==> config.mk <==
export PLATFORM = sky130hd
export DESIGN_NAME = stl_top
export DESIGN_NICKNAME = d
export VERILOG_FILES = /design/src/stl_pkg.sv /design/src/stl_top.sv /design/src/stl_dir_limit.sv
export SDC_FILE = /design/constraint.sdc
export NUM_CORES = 1
export LEC_CHECK = 0
export ABC_AREA = 1
export BUFFER_PORTS_ARGS = -buffer_cell sky130_fd_sc_hd__buf_4
export CORE_MARGIN = 2
export CORE_UTILIZATION = 40
export DETAILED_ROUTE_END_ITERATION = 6
export PLACE_DENSITY = 0.66
export SYNTH_ARGS = -nofsm -noshare
export SYNTH_HDL_FRONTEND = slang
export SYNTH_SLANG_ARGS = --single-unit
==> constraint.sdc <==
create_clock -name sys_clk -period 5 [get_ports sys_clk]
set_input_delay 0.25 -clock sys_clk [delete_from_list [all_inputs] [get_ports sys_clk]]
set_output_delay 0.25 -clock sys_clk [all_outputs]
set_load 0.02 [all_outputs]
==> src/stl_pkg.sv <==
// package: register map, field layout, reset values and limits for torque limit select
package stl_pkg;

    // ------------------------------------------------------------
    // register byte offsets
    // ------------------------------------------------------------
    localparam logic [7:0] STL_OFS_FWD_INT = 8'h00;
    localparam logic [7:0] STL_OFS_REV_INT = 8'h04;
    localparam logic [7:0] STL_OFS_FWD_EXT = 8'h08;
    localparam logic [7:0] STL_OFS_REV_EXT = 8'h0C;
    localparam logic [7:0] STL_OFS_CONFIG  = 8'h10;
    localparam logic [7:0] STL_OFS_MOT_MAX = 8'h14;
    localparam logic [7:0] STL_OFS_STATUS  = 8'h18;
    localparam logic [7:0] STL_OFS_EFF_LIM = 8'h1C;

    // ------------------------------------------------------------
    // limit range and reset values, unit is 1 % of rated torque
    // ------------------------------------------------------------
    localparam int          STL_LIM_W       = 16;
    localparam logic [15:0] STL_LIM_MAX     = 16'h0320;
    localparam logic [15:0] STL_INT_RST     = 16'h0320;
    localparam logic [15:0] STL_EXT_RST     = 16'h0064;
    localparam logic [15:0] STL_MOT_MAX_RST = 16'h012C;

    // ------------------------------------------------------------
    // config register fields
    // ------------------------------------------------------------
    localparam int         STL_CFG_FWD_ALLOC = 0;
    localparam int         STL_CFG_REV_ALLOC = 1;
    localparam int         STL_CFG_OUT_ALLOC = 2;
    localparam int         STL_CFG_DIR_SEL   = 3;
    localparam int         STL_CFG_W         = 4;
    localparam logic [3:0] STL_CFG_RST       = 4'h0;

    // ------------------------------------------------------------
    // status register fields
    // ------------------------------------------------------------
    localparam int STL_ST_LIMITED = 0;
    localparam int STL_ST_FWD_IN  = 1;
    localparam int STL_ST_REV_IN  = 2;

    // ------------------------------------------------------------
    // ahb constants
    // ------------------------------------------------------------
    localparam logic [1:0] STL_HTRANS_NONSEQ = 2'h2;
    localparam logic       STL_HRESP_OKAY    = 1'b0;

endpackage : stl_pkg

==> src/stl_top.sv <==
// torque limit select: ahb-lite registers, limit selection and output clamp
`timescale 1ns/100ps
`default_nettype none
module stl_top
    import stl_pkg::*;
(
    input  wire logic        sys_clk,
    input  wire logic        reset_n,
    input  wire logic        hsel,
    input  wire logic [31:0] haddr,
    input  wire logic [1:0]  htrans,
    input  wire logic        hwrite,
    input  wire logic [2:0]  hsize,
    input  wire logic [31:0] hwdata,
    input  wire logic        hready,
    output var  logic        hreadyout,
    output var  logic        hresp,
    output var  logic [31:0] hrdata,
    input  wire logic        fwd_ext_limit_in,
    input  wire logic        rev_ext_limit_in,
    input  wire logic signed [15:0] torque_req,
    output var  logic signed [15:0] torque_out,
    output var  logic        torque_limited_out
);
    import stl_pkg::*;

    // ------------------------------------------------------------
    // registers
    // ------------------------------------------------------------
    logic [STL_LIM_W-1:0] fwd_int_reg;
    logic [STL_LIM_W-1:0] rev_int_reg;
    logic [STL_LIM_W-1:0] fwd_ext_reg;
    logic [STL_LIM_W-1:0] rev_ext_reg;
    logic [STL_LIM_W-1:0] mot_max_reg;
    logic [STL_CFG_W-1:0] cfg_reg;
    logic                 wr_pend_reg;
    logic [7:0]           wr_addr_reg;
    logic                 limited_reg;
    logic [STL_LIM_W-1:0] lim_wdata;
    logic                 addr_hit;
    logic                 take_req;
    logic [31:0]          rd_next;
    logic [STL_LIM_W-1:0] eff_lim [2];

    // ------------------------------------------------------------
    // ahb slave
    // ------------------------------------------------------------
    // always zero wait state; hsize is not checked, only whole words are used
    // hreadyout low in reset keeps the master off until the registers settle
    assign take_req = hsel && hready && (htrans == STL_HTRANS_NONSEQ);
    assign addr_hit = (haddr[31:8] == 24'h000000) && (haddr[1:0] == 2'h0);
    // saturate oversize writes to the four limit registers to the top of the range; motor max and config take hwdata as is
    assign lim_wdata = (hwdata > {16'h0000, STL_LIM_MAX}) ? STL_LIM_MAX
                                                         : hwdata[15:0];

    always_ff @(posedge sys_clk or negedge reset_n) begin
        if (!reset_n) begin
            hreadyout <= 1'b0;
            hresp     <= STL_HRESP_OKAY;
        end else begin
            hreadyout <= 1'b1;
            hresp     <= STL_HRESP_OKAY;
        end
    end

    always_ff @(posedge sys_clk or negedge reset_n) begin
        if (!reset_n) begin
            wr_pend_reg <= 1'b0;
            wr_addr_reg <= 8'h00;
        end else begin
            // hwdata only stands in the data phase, so the write lands a cycle late
            wr_pend_reg <= take_req && hwrite && addr_hit;
            wr_addr_reg <= haddr[7:0];
        end
    end

    always_comb begin
        rd_next = 32'h00000000;
        if (addr_hit) begin
            case (haddr[7:0])
                STL_OFS_FWD_INT: rd_next = {16'h0000, fwd_int_reg};
                STL_OFS_REV_INT: rd_next = {16'h0000, rev_int_reg};
                STL_OFS_FWD_EXT: rd_next = {16'h0000, fwd_ext_reg};
                STL_OFS_REV_EXT: rd_next = {16'h0000, rev_ext_reg};
                STL_OFS_CONFIG:  rd_next = {28'h0000000, cfg_reg};
                STL_OFS_MOT_MAX: rd_next = {16'h0000, mot_max_reg};
                STL_OFS_STATUS:  rd_next = {29'h00000000, rev_ext_limit_in,
                                            fwd_ext_limit_in, limited_reg};
                STL_OFS_EFF_LIM: rd_next = {eff_lim[1], eff_lim[0]};
                default:         rd_next = 32'h00000000;
            endcase
        end
    end

    always_ff @(posedge sys_clk or negedge reset_n) begin
        if (!reset_n) begin
            hrdata <= 32'h00000000;
        end else if (take_req && !hwrite) begin
            hrdata <= rd_next;
        end
    end

    // ------------------------------------------------------------
    // limit parameters, used the cycle after the data phase
    // ------------------------------------------------------------
    always_ff @(posedge sys_clk or negedge reset_n) begin
        if (!reset_n) begin
            fwd_int_reg <= STL_INT_RST;
            rev_int_reg <= STL_INT_RST;
            fwd_ext_reg <= STL_EXT_RST;
            rev_ext_reg <= STL_EXT_RST;
        end else if (wr_pend_reg) begin
            case (wr_addr_reg)
                STL_OFS_FWD_INT: fwd_int_reg <= lim_wdata;
                STL_OFS_REV_INT: rev_int_reg <= lim_wdata;
                STL_OFS_FWD_EXT: fwd_ext_reg <= lim_wdata;
                STL_OFS_REV_EXT: rev_ext_reg <= lim_wdata;
                default: begin
                end
            endcase
        end
    end

    always_ff @(posedge sys_clk or negedge reset_n) begin
        if (!reset_n) begin
            cfg_reg     <= STL_CFG_RST;
            mot_max_reg <= STL_MOT_MAX_RST;
        end else if (wr_pend_reg) begin
            if (wr_addr_reg == STL_OFS_CONFIG) begin
                cfg_reg <= hwdata[STL_CFG_W-1:0];
            end
            if (wr_addr_reg == STL_OFS_MOT_MAX) begin
                mot_max_reg <= hwdata[15:0];
            end
        end
    end

    // ------------------------------------------------------------
    // effective limits, index 0 forward, 1 reverse
    // ------------------------------------------------------------
    logic [STL_LIM_W-1:0] int_lim [2];
    logic [STL_LIM_W-1:0] ext_lim [2];
    logic                 ext_on  [2];

    assign int_lim[0] = fwd_int_reg;
    assign int_lim[1] = rev_int_reg;
    assign ext_lim[0] = fwd_ext_reg;
    assign ext_lim[1] = rev_ext_reg;
    // unallocated inputs are masked off here
    assign ext_on[0]  = fwd_ext_limit_in && cfg_reg[STL_CFG_FWD_ALLOC];
    assign ext_on[1]  = rev_ext_limit_in && cfg_reg[STL_CFG_REV_ALLOC];

    genvar gi;
    generate
        for (gi = 0; gi < 2; gi = gi + 1) begin : g_dir
            stl_dir_limit u_lim (
                .int_lim   (int_lim[gi]),
                .ext_lim   (ext_lim[gi]),
                .ext_on    (ext_on[gi]),
                .motor_max (mot_max_reg),
                .eff_lim   (eff_lim[gi])
            );
        end
    endgenerate

    // ------------------------------------------------------------
    // torque clamp
    // ------------------------------------------------------------
    logic        [STL_LIM_W-1:0] pos_lim;
    logic        [STL_LIM_W-1:0] neg_lim;
    logic signed [16:0]          req_x;
    logic signed [16:0]          pos_x;
    logic signed [16:0]          neg_x;
    logic                        over_pos;
    logic                        over_neg;

    // dir select 0: ccw positive torque is forward; 1 swaps the pair
    assign pos_lim  = cfg_reg[STL_CFG_DIR_SEL] ? eff_lim[1] : eff_lim[0];
    assign neg_lim  = cfg_reg[STL_CFG_DIR_SEL] ? eff_lim[0] : eff_lim[1];
    // one extra bit so -800 and a full-scale request compare without overflow
    assign req_x    = {torque_req[15], torque_req};
    assign pos_x    = {1'b0, pos_lim};
    assign neg_x    = -{1'b0, neg_lim};
    assign over_pos = req_x > pos_x;
    assign over_neg = req_x < neg_x;

    always_ff @(posedge sys_clk or negedge reset_n) begin
        if (!reset_n) begin
            torque_out <= 16'sh0000;
        end else if (over_pos) begin
            torque_out <= pos_x[15:0];
        end else if (over_neg) begin
            torque_out <= neg_x[15:0];
        end else begin
            torque_out <= torque_req;
        end
    end

    always_ff @(posedge sys_clk or negedge reset_n) begin
        if (!reset_n) begin
            limited_reg        <= 1'b0;
            torque_limited_out <= 1'b0;
        end else begin
            // raw flag stays readable in status even when the pin is not allocated
            limited_reg        <= over_pos || over_neg;
            torque_limited_out <= (over_pos || over_neg)
                                  && cfg_reg[STL_CFG_OUT_ALLOC];
        end
    end

    logic first_reg;
    always_ff @(posedge sys_clk or negedge reset_n) begin
        if (!reset_n) begin
            first_reg <= 1'b1;
        end else begin
            first_reg <= 1'b0;
        end
    end
endmodule : stl_top
`default_nettype wire

==> src/stl_dir_limit.sv <==
// one direction's effective torque limit
`timescale 1ns/100ps
`default_nettype none
module stl_dir_limit
    import stl_pkg::*;
(
    input  wire logic [stl_pkg::STL_LIM_W-1:0] int_lim,
    input  wire logic [stl_pkg::STL_LIM_W-1:0] ext_lim,
    input  wire logic                          ext_on,
    input  wire logic [stl_pkg::STL_LIM_W-1:0] motor_max,
    output var  logic [stl_pkg::STL_LIM_W-1:0] eff_lim
);
    logic [STL_LIM_W-1:0] sel_lim;

    always_comb begin
        sel_lim = int_lim;
        if (ext_on && (ext_lim < int_lim)) begin
            sel_lim = ext_lim;
        end
        eff_lim = (sel_lim > motor_max) ? motor_max : sel_lim;
    end
endmodule : stl_dir_limit
`default_nettype wire

==> results.toml, run 1 <==
[run_status]
run_status = "finished with violations"
failed_checks = "setup timing"

[power]
leakagePower_nw = 8.82
netSwitchingFraction = 0.262
intPower_mw = 2.15
p_seq_frac = 0.409
vdd_drop_max_mv = 0.160
p_total_mw = 2.91
p_sw_uw = 761
pwr-share-comb = 0.096
clkPwrFrac = 0.495
powerDensity_nw_per_um2 = 176

[timing]
setup_tns_ns = -10.82
fin_skew_ns = 0.0107
slew_violations = 0
post-route-period-util = 1.13
setup_violations = 18
timing.final.ws_setup_ns = -0.638
grt_setup_unrepaired = "yes"
hold_viol_final = 0
worst_pin_slew_ns = 1.13
min_period_ns = 5.64
slew_headroom = 0.241
max_freq_ghz = 0.177

[logic_synthesis]
synth_top_area_cell = "dfrtp_1"
synth_compound_area_frac = 0.125
synth_top_area_frac = 0.304
synth_xor_area_frac = 0.00321
synthTopCellsByArea = "dfrtp_1 30%, nand2_1 15%, ha_1 11%, nand3_1 7.9%, inv_1 5.8%"
netlist_instances = 1458
synth_edf_count = 0
yosysSeqAreaShare = 0.344
synth-simple-area-share = 0.329
synthFlopType = "dfrtp_1"
synth_top_family_by_area = "simple AND/OR/NAND/NOR gates"
syn_area_sq_um = 10500
synth.distinct_cells = 51
synth.yosys.warnings = 0
yosys.area_share.adder = 0.114
muxShareOfSynthArea = 0
ys_ff_latch = 144
syn_avg_cell_area_sq_um = 7.22
synth_nets = 1646
synthArstFlopShare = 1.00

[global_route]
grtUsageTotal = 0.294
grt_overflow_total = 0
grt_max_degree = 62
first_global_vias = 11856
grt_first_pass_wirelength_um = 63700
antenna_found_initial = 1

[final_layout]
layout_common_cells = "448 x buf_4, 350 x nand2_1, 152 x inv_1, 128 x dfrtp_1, 112 x o21ai_0"
antennaDiodeCount = 0
final_area_sq_um = 16500
drive_gt1_frac = 0.409
max_flop_register = "hrdata"
multi_input_area_sq_um = 7260
ff_latch_area_sq_um = 3620
synthToLayoutAreaGrowth_pct = 56.6
fillerInstances = 2232
mostFrequentLayoutCell = "buf_4"
largest_reg_flops = 32
final_net_count = 2107

[worst_setup_path]
slowest_stage = "dfrtp_1"
crit_arrival_ns = 5.94
worstSetupStartpointType = "register"
crit_type = "reg2reg"
reg2reg_slack_ns = -0.64
r2r-start = "fwd_int_reg[13]$_DFFE_PN0P_"
slowest_delay_ns = 0.35
cp-end-kind = "register"
rr_worst_depth = 43
path_delay_family = "simple AND/OR/NAND/NOR gates"
r2r_end = "torque_out[0]$_DFF_PN0_"
crit_buf_inv = 9
cpMostUsedCell = "nand2_1"
path_max_fanout = 15
worstPathRequired_ns = 5.31

[routing]
vias = 12354
ant_nets = 0
wl_um = 43300
wl_met3_um = 3660
remaining_drc_errors = 0
wl_per_cell_um = 19.1
wl_met2_um = 19700
highest_layer = "met4"
wl_met1_um = 18300
firstDrtPassIters = 5
viasPerCell = 5.45
drt_iter0_drc = 1085

[placement]
post-place-ws_ns = -0.749
hpwl_um = 32200
place.gp.congestion = 1.03
port_buffers = 138
placedInstanceArea_sq_um = 14100

[clock_tree]
cts_tree = "done"
cts_max_level = 4
clk_path_buf_depth = 2
cts_sinks = 144
clk_latency_ns = 0.44
clk_pin_slew_ns = 0.07
numCtsBuffers = 17
cts_root_buf = "clkbuf_16"

[floorplanning]
start_util = 0.405
num_rows = 59
dieWidth_um = 166
die_h_um = 166
die-area_sq_um = 27600
ios = 143
coreArea_sq_um = 26000

[worst_hold_path]
hold_path_depth = 3
min_to = "torque_out[1]$_DFF_PN0_"
holdCritPathClass = "in2reg"
min-delay-start = "torque_req[1]"

[flow_run]
drv_cap = 0
[metrics by stage]
stage / hold WS (ns) / util / instances
5_1_grt: 0.0647 / 0.635 / 2267
3_3_place_gp: 0.271 / 0.543 / 2191
4_1_cts: 0.0486 / 0.590 / 2244
2_1_floorplan: -0.0456 / - / 1458
6_report: 0.0560 / 0.635 / 2267
3_5_place_dp: 0.268 / 0.543 / 2191
[cell families (layout without fill, tap and decap cells)]
logic type               count (synthesis)  in the layout
XOR/XNOR                                 3              3
AND/OR/NAND/NOR                        765            768
adder cells (fa/ha/maj)                 96             96
AO/OA/AOI/OAI                          233            233
flip-flops                             144            144
other                                    2              2
buffers and inverters                  215            686
[cell type report]
type	count	share of cell area
multi-input combinational	1102	0.440
timing repair buffer	485	0.236
sequential	144	0.220
inverter	169	0.0401
clock buffer	20	0.0283
tap	335	0.0254
clock inverter	12	0.0103
[power groups by stage]
stage          registers [mW]  logic [mW]  clock network, mW
4_1_cts                  1.19       0.262               1.44
3_5_place_dp             1.21       0.247                  0
5_1_grt                  1.19       0.305               1.50
6_report                 1.19       0.280               1.44
2_1_floorplan            1.23      0.0788                  0
3_3_place_gp             1.21       0.244                  0
[metal layers]
layer  up-vias  global-route usage
li1       5806                   -
met1      5844               0.394
met2       592               0.475
met3       112              0.0555
met4         0               0.110
met5         -                   0
[worst reg2reg max path, delay by kind of cell, from the launching register on]
| kind | cells | cell delay (ns) |
|---|---|---|
| buffers and inverters | 9 | 0.95 |
| adders and majority gates | 3 | 0.87 |
| and+or+nand+nor | 27 | 2.83 |
| DFF | 1 | 0.35 |
| AOI/OAI and AO/OA | 4 | 0.52 |
[worst max path at each step]
stage                                      startpoint                  endpoint  slack, ns  cells past startpoint
after floorplan            rev_int_reg[5]$_DFFE_PN1P_  torque_out[14]$_DFF_PN0_      0.002                     40
after global placement    fwd_int_reg[15]$_DFFE_PN0P_   torque_out[0]$_DFF_PN0_      -0.84                     34
after detailed placement   fwd_int_reg[5]$_DFFE_PN1P_  torque_out[15]$_DFF_PN0_      -0.75                     34
after CTS                  fwd_int_reg[5]$_DFFE_PN1P_   torque_out[0]$_DFF_PN0_      -0.46                     42
after global routing       fwd_int_reg[5]$_DFFE_PN1P_   torque_out[0]$_DFF_PN0_       -1.0                     40
final                     fwd_int_reg[13]$_DFFE_PN0P_   torque_out[0]$_DFF_PN0_      -0.64                     43
[Yosys cell counts, types with 3 or more instances]
master       n
or2_2        4
inv_1      162
nor2_1      71
dfrtp_1    128
a221oi_1     5
nand4_1     17
nor4_1      15
nor3_1      12
o21ai_0    119
nand2_4      8
buf_2        6
ha_1        96
a21oi_1     41
buf_6        7
o21ai_1     13
o22ai_1     20
buf_4        3
clkbuf_1    27
dfstp_2     16
nand2_1    425
o211ai_1     9
nand2_2     15
nor2_4       5
nand3_1    166
o311ai_0     6
nand3_2     12
inv_2        5
buf_1        3
nor2_2       5
o2111ai_1    4
o21a_1       3
and2_1       4
[repair_timing]
item,CTS,global route
hold endpoints to repair,67,0
pin swaps,17,79
cloned,3,3
resized for setup,82,204
setup endpoints to repair,18,18
buffers inserted,9,21
hold buffers,9,0
(Power assumes the default switching activity.)
==> inputs of run 2 (changes only) <==
- CORE_UTILIZATION: 40 -> 30
- PLACE_DENSITY: 0.66 -> 0.54
==> results.toml, run 2 (synthesis results as in run 1) <==
[timing]
hold_viol_final = 0
hold_slack_ns = 0.0417
timing.final.ws_setup_ns = -0.610
post-route-period-util = 1.12
slew_violations = 0
min_period_ns = 5.61
worst_pin_slew_ns = 1.05
setup_tns_ns = -10.12
fin_skew_ns = 0.0173
setup_violations = 18
grt_setup_unrepaired = "yes"
max_freq_ghz = 0.178
slew_headroom = 0.299

[final_layout]
fillerInstances = 3322
final_area_sq_um = 17600
mostFrequentLayoutCell = "buf_4"
drive_gt1_frac = 0.459
synthToLayoutAreaGrowth_pct = 67.0
final_cells = 2438
final_util = 0.509
multi_input_area_sq_um = 7770
ff_latch_area_sq_um = 3620
antennaDiodeCount = 0
largest_reg_flops = 32
layout_common_cells = "490 x buf_4, 324 x nand2_1, 141 x inv_1, 128 x dfrtp_1, 110 x o21ai_0"
final_net_count = 2158
max_flop_register = "hrdata"

[floorplanning]
num_rows = 68
die_h_um = 191
start_util = 0.305
dieWidth_um = 191
coreArea_sq_um = 34500
die-area_sq_um = 36600
ios = 143

[global_route]
antenna_found_initial = 0
grt_max_degree = 92
grt_overflow_total = 0
grt_first_pass_wirelength_um = 66400
first_global_vias = 11980
grtUsageTotal = 0.239

[placement]
post-place-ws_ns = -0.757
port_buffers = 138
dp_cells = 2322
place.gp.congestion = 0.957
placedInstanceArea_sq_um = 14300
hpwl_um = 33600

[routing]
wl_per_cell_um = 18.2
firstDrtPassIters = 6
remaining_drc_errors = 0
vias = 12329
wl_um = 44500
drt_iter0_drc = 877
ant_nets = 0
viasPerCell = 5.06

[clock_tree]
cts_tree = "done"
cts_max_level = 4
cts_sinks = 144
clk_latency_ns = 0.46
cts_root_buf = "clkbuf_16"
numCtsBuffers = 17
clk_pin_slew_ns = 0.07
clk_path_buf_depth = 2

[worst_setup_path]
path_max_fanout = 6
rr_worst_depth = 41
worstSetupStartpointType = "register"
worstPathRequired_ns = 5.38
r2r-start = "rev_int_reg[5]$_DFFE_PN1P_"
crit_arrival_ns = 5.99
cp-end-kind = "register"
slowest_delay_ns = 0.54
cpMostUsedCell = "nand2_4"
crit_type = "reg2reg"
reg2reg_slack_ns = -0.61
r2r_end = "torque_out[2]$_DFF_PN0_"
slowest_stage = "dfstp_2"

[power]
leakagePower_nw = 9.19
p_total_mw = 2.85
powerDensity_nw_per_um2 = 162
vdd_drop_max_mv = 0.244

[worst_hold_path]
min-delay-start = "torque_req[4]"
hold_path_depth = 3
min_to = "torque_out[4]$_DFF_PN0_"
holdCritPathClass = "in2reg"

[flow_run]
drv_cap = 0

[run_status]
run_status = "finished with violations"
failed_checks = "setup timing"
-- run 2: layout make-up --
cell class	instances	area share
clock buffer	18	0.0250
sequential	144	0.206
timing repair inverter	1	0.000356
tap	455	0.0324
inverter	169	0.0376
timing repair buffer	535	0.247
multi-input combinational	1102	0.442
clock inverter	14	0.00946
-- run 2: how the worst max path moves through the flow --
stage | from | cells past startpoint | end | slack, ns
after floorplan | rev_int_reg[5]$_DFFE_PN1P_ | 40 | torque_out[14]$_DFF_PN0_ | 0.002
after global placement | fwd_int_reg[9]$_DFFE_PN1P_ | 33 | torque_out[14]$_DFF_PN0_ | -0.81
after detailed placement | fwd_int_reg[9]$_DFFE_PN1P_ | 36 | torque_out[15]$_DFF_PN0_ | -0.76
after CTS | fwd_int_reg[5]$_DFFE_PN1P_ | 42 | torque_out[3]$_DFF_PN0_ | -0.47
after global routing | rev_int_reg[5]$_DFFE_PN1P_ | 44 | torque_out[2]$_DFF_PN0_ | -0.93
final | rev_int_reg[5]$_DFFE_PN1P_ | 41 | torque_out[2]$_DFF_PN0_ | -0.61
-- run 2: where the power goes --
part	switching (mW)	leakage, nW	total [mW]	internal, mW
combinational	0.160	7.23	0.293	0.133
sequential	0.00803	1.67	1.19	1.18
clock	0.603	0.294	1.37	0.767
-- run 2: worst max-delay path: cells and delay by family (launching register included) --
| family | cells | cell delay (ns) |
|---|---|---|
| buffers and inverters | 10 | 1.31 |
| AO/OA/AOI/OAI | 2 | 0.17 |
| AND/OR/NAND/NOR | 26 | 2.88 |
| adder cells (fa/ha/maj) | 3 | 0.59 |
| flip-flops | 1 | 0.54 |
-- run 2: timing repair --
item | in CTS | in global routing
pin swaps | 84 | 106
setup endpoints to repair | 18 | 18
hold buffers | 9 | 0
hold endpoints to repair | 93 | 0
gates resized for setup | 148 | 257
gates cloned | 3 | 4
setup buffers | 40 | 29
-- run 2: per-layer routing --
| metal | global-route usage | part of all wire | vias up |
|---|---|---|---|
| li1 | - | - | 5918 |
| met1 | 0.327 | 0.45 | 5939 |
| met2 | 0.380 | 0.46 | 394 |
| met3 | 0.0393 | 0.056 | 78 |
| met4 | 0.0831 | 0.029 | 0 |
| met5 | 0 | 0 | - |
==> inputs of run 3 (changes only) <==
- CTS_CLUSTER_SIZE: default -> 8
- PLACE_DENSITY: 0.54 -> 0.52
- clock period: 5 -> 5.9 ns (I/O delays scaled with it)
==> results.toml, run 3 (synthesis results as in run 1) <==
[worst_setup_path]
slowest_stage = "dfstp_2"
crit_arrival_ns = 6.12
cp-end-kind = "register"
path_delay_family = "simple AND/OR/NAND/NOR gates"
path_max_fanout = 6
cpMostUsedCell = "nand2_4"
slowest_delay_ns = 0.54
worstPathRequired_ns = 6.27
worstSetupStartpointType = "register"
crit_buf_inv = 9
crit_type = "reg2reg"

[timing]
fin_skew_ns = 0.0239
max_freq_ghz = 0.174
grt_setup_unrepaired = "yes"
hold_viol_final = 0
slew_violations = 0
post-route-period-util = 0.975
setup_violations = 0
slew_headroom = 0.305
worst_pin_slew_ns = 1.04
timing.final.ws_setup_ns = 0.150
hold_slack_ns = 0.0761
min_period_ns = 5.75

[placement]
hpwl_um = 30700
port_buffers = 138
place.gp.congestion = 0.942
post-place-ws_ns = -0.0565
placedInstanceArea_sq_um = 12800

[power]
vdd_drop_max_mv = 0.209
clkPwrFrac = 0.466
intPower_mw = 1.72
p_seq_frac = 0.435
powerDensity_nw_per_um2 = 159
pwr-share-comb = 0.099
netSwitchingFraction = 0.257
leakagePower_nw = 7.71
p_sw_uw = 597

[routing]
wl_met1_um = 17400
vias = 10979
ant_nets = 0
remaining_drc_errors = 0
drt_iter0_drc = 748
wl_per_cell_um = 18.1
wl_met2_um = 18000
wl_met3_um = 2920
viasPerCell = 5.01
highest_layer = "met4"
wl_um = 39600
firstDrtPassIters = 5

[clock_tree]
clk_pin_slew_ns = 0.07
cts_sinks = 144
numCtsBuffers = 17
cts_tree = "done"
clk_path_buf_depth = 2
clk_latency_ns = 0.46
cts_max_level = 4
cts_root_buf = "clkbuf_16"

[final_layout]
final_net_count = 1910
antennaDiodeCount = 0
mostFrequentLayoutCell = "nand2_1"
drive_gt1_frac = 0.297
largest_reg_flops = 32
layout_common_cells = "385 x nand2_1, 256 x buf_4, 155 x inv_1, 128 x nand3_1, 128 x dfrtp_1"
final_area_sq_um = 14600
synthToLayoutAreaGrowth_pct = 38.4
max_flop_register = "hrdata"

[flow_run]
drv_cap = 0

[floorplanning]
die_h_um = 191
num_rows = 68
dieWidth_um = 191
coreArea_sq_um = 34500
start_util = 0.305
die-area_sq_um = 36600
ios = 143

[run_status]
run_status = "complete, no violations"

[global_route]
grt_max_degree = 74
grt_first_pass_wirelength_um = 59600
antenna_found_initial = 0
grtUsageTotal = 0.216
first_global_vias = 10817
grt_overflow_total = 0

[worst_hold_path]
holdCritPathClass = "in2reg"
run 3: changes by cell type in the layout (fill, tap and decap cells not counted), sizes merged:
cell	change
clkinv	+3
buf	-245
inv	-8
clkbuf	-2
clkinvlp	+4
run 3: per-stage QoR:
stage / power [mW] / instances / TNS, ns / utilization
3_5_place_dp: 1.23 / 2120 / -0.300 / 0.370
3_3_place_gp: 1.23 / 2120 / -0.109 / 0.370
2_1_floorplan: 1.11 / 1458 / 0 / -
6_report: 2.32 / 2190 / 0 / 0.422
5_1_grt: 2.41 / 2190 / -2.57 / 0.422
4_1_cts: 2.33 / 2161 / 0 / 0.390
run 3: final cells by class:
class	count	area (sq um)
sequential	144	3620
clock inverter	14	143
inverter	169	652
clock buffer	18	429
fill	3577	20000
timing repair buffer	288	2350
tap	455	569
multi-input combinational	1102	6820
run 3: path summary, 6_finish.rpt:
kind,from,endpoint,slack (ns),depth (start not counted)
setup / recovery,fwd_int_reg[5]$_DFFE_PN1P_,torque_out[0]$_DFF_PN0_,0.15,42
hold / removal,torque_req[1],torque_out[1]$_DFF_PN0_,0.08,3
setup reg to reg,fwd_int_reg[5]$_DFFE_PN1P_,torque_out[0]$_DFF_PN0_,0.15,42
hold reg to reg,mot_max_reg[7]$_DFFE_PN0P_,mot_max_reg[7]$_DFFE_PN0P_,0.49,2
max in group asynchronous,reset_n,wr_addr_reg[1]$_DFF_PN0_,4.06,3
min in group asynchronous,reset_n,torque_out[11]$_DFF_PN0_,0.41,2
run 3: power by group through the flow:
stage | Combinational (mW) | Clock (mW) | Sequential [mW]
5_1_grt | 0.253 | 1.15 | 1.01
3_3_place_gp | 0.204 | 0 | 1.03
2_1_floorplan | 0.0667 | 0 | 1.04
6_report | 0.229 | 1.08 | 1.01
4_1_cts | 0.212 | 1.11 | 1.01
3_5_place_dp | 0.206 | 0 | 1.03
run 3: repair_timing:
item	in CTS	in global routing
endpoints found under the setup margin	16	18
pin swaps	0	49
cloned	0	4
gates resized for setup	2	194
endpoints found under the hold margin	68	0
hold buffers	9	0
setup buffers	0	25
run 3: tightest hold or removal path: stages:
cell,delay [ns]
buf_4,0.10
nand2_1,0.05
nand3_1,0.06
run 3: layer usage:
| layer | vias to the layer above | GRT usage |
|---|---|---|
| met5 | - | 0 |
| li1 | 5406 | - |
| met4 | 0 | 0.0799 |
| met1 | 5173 | 0.288 |
| met2 | 337 | 0.344 |
| met3 | 63 | 0.0448 |
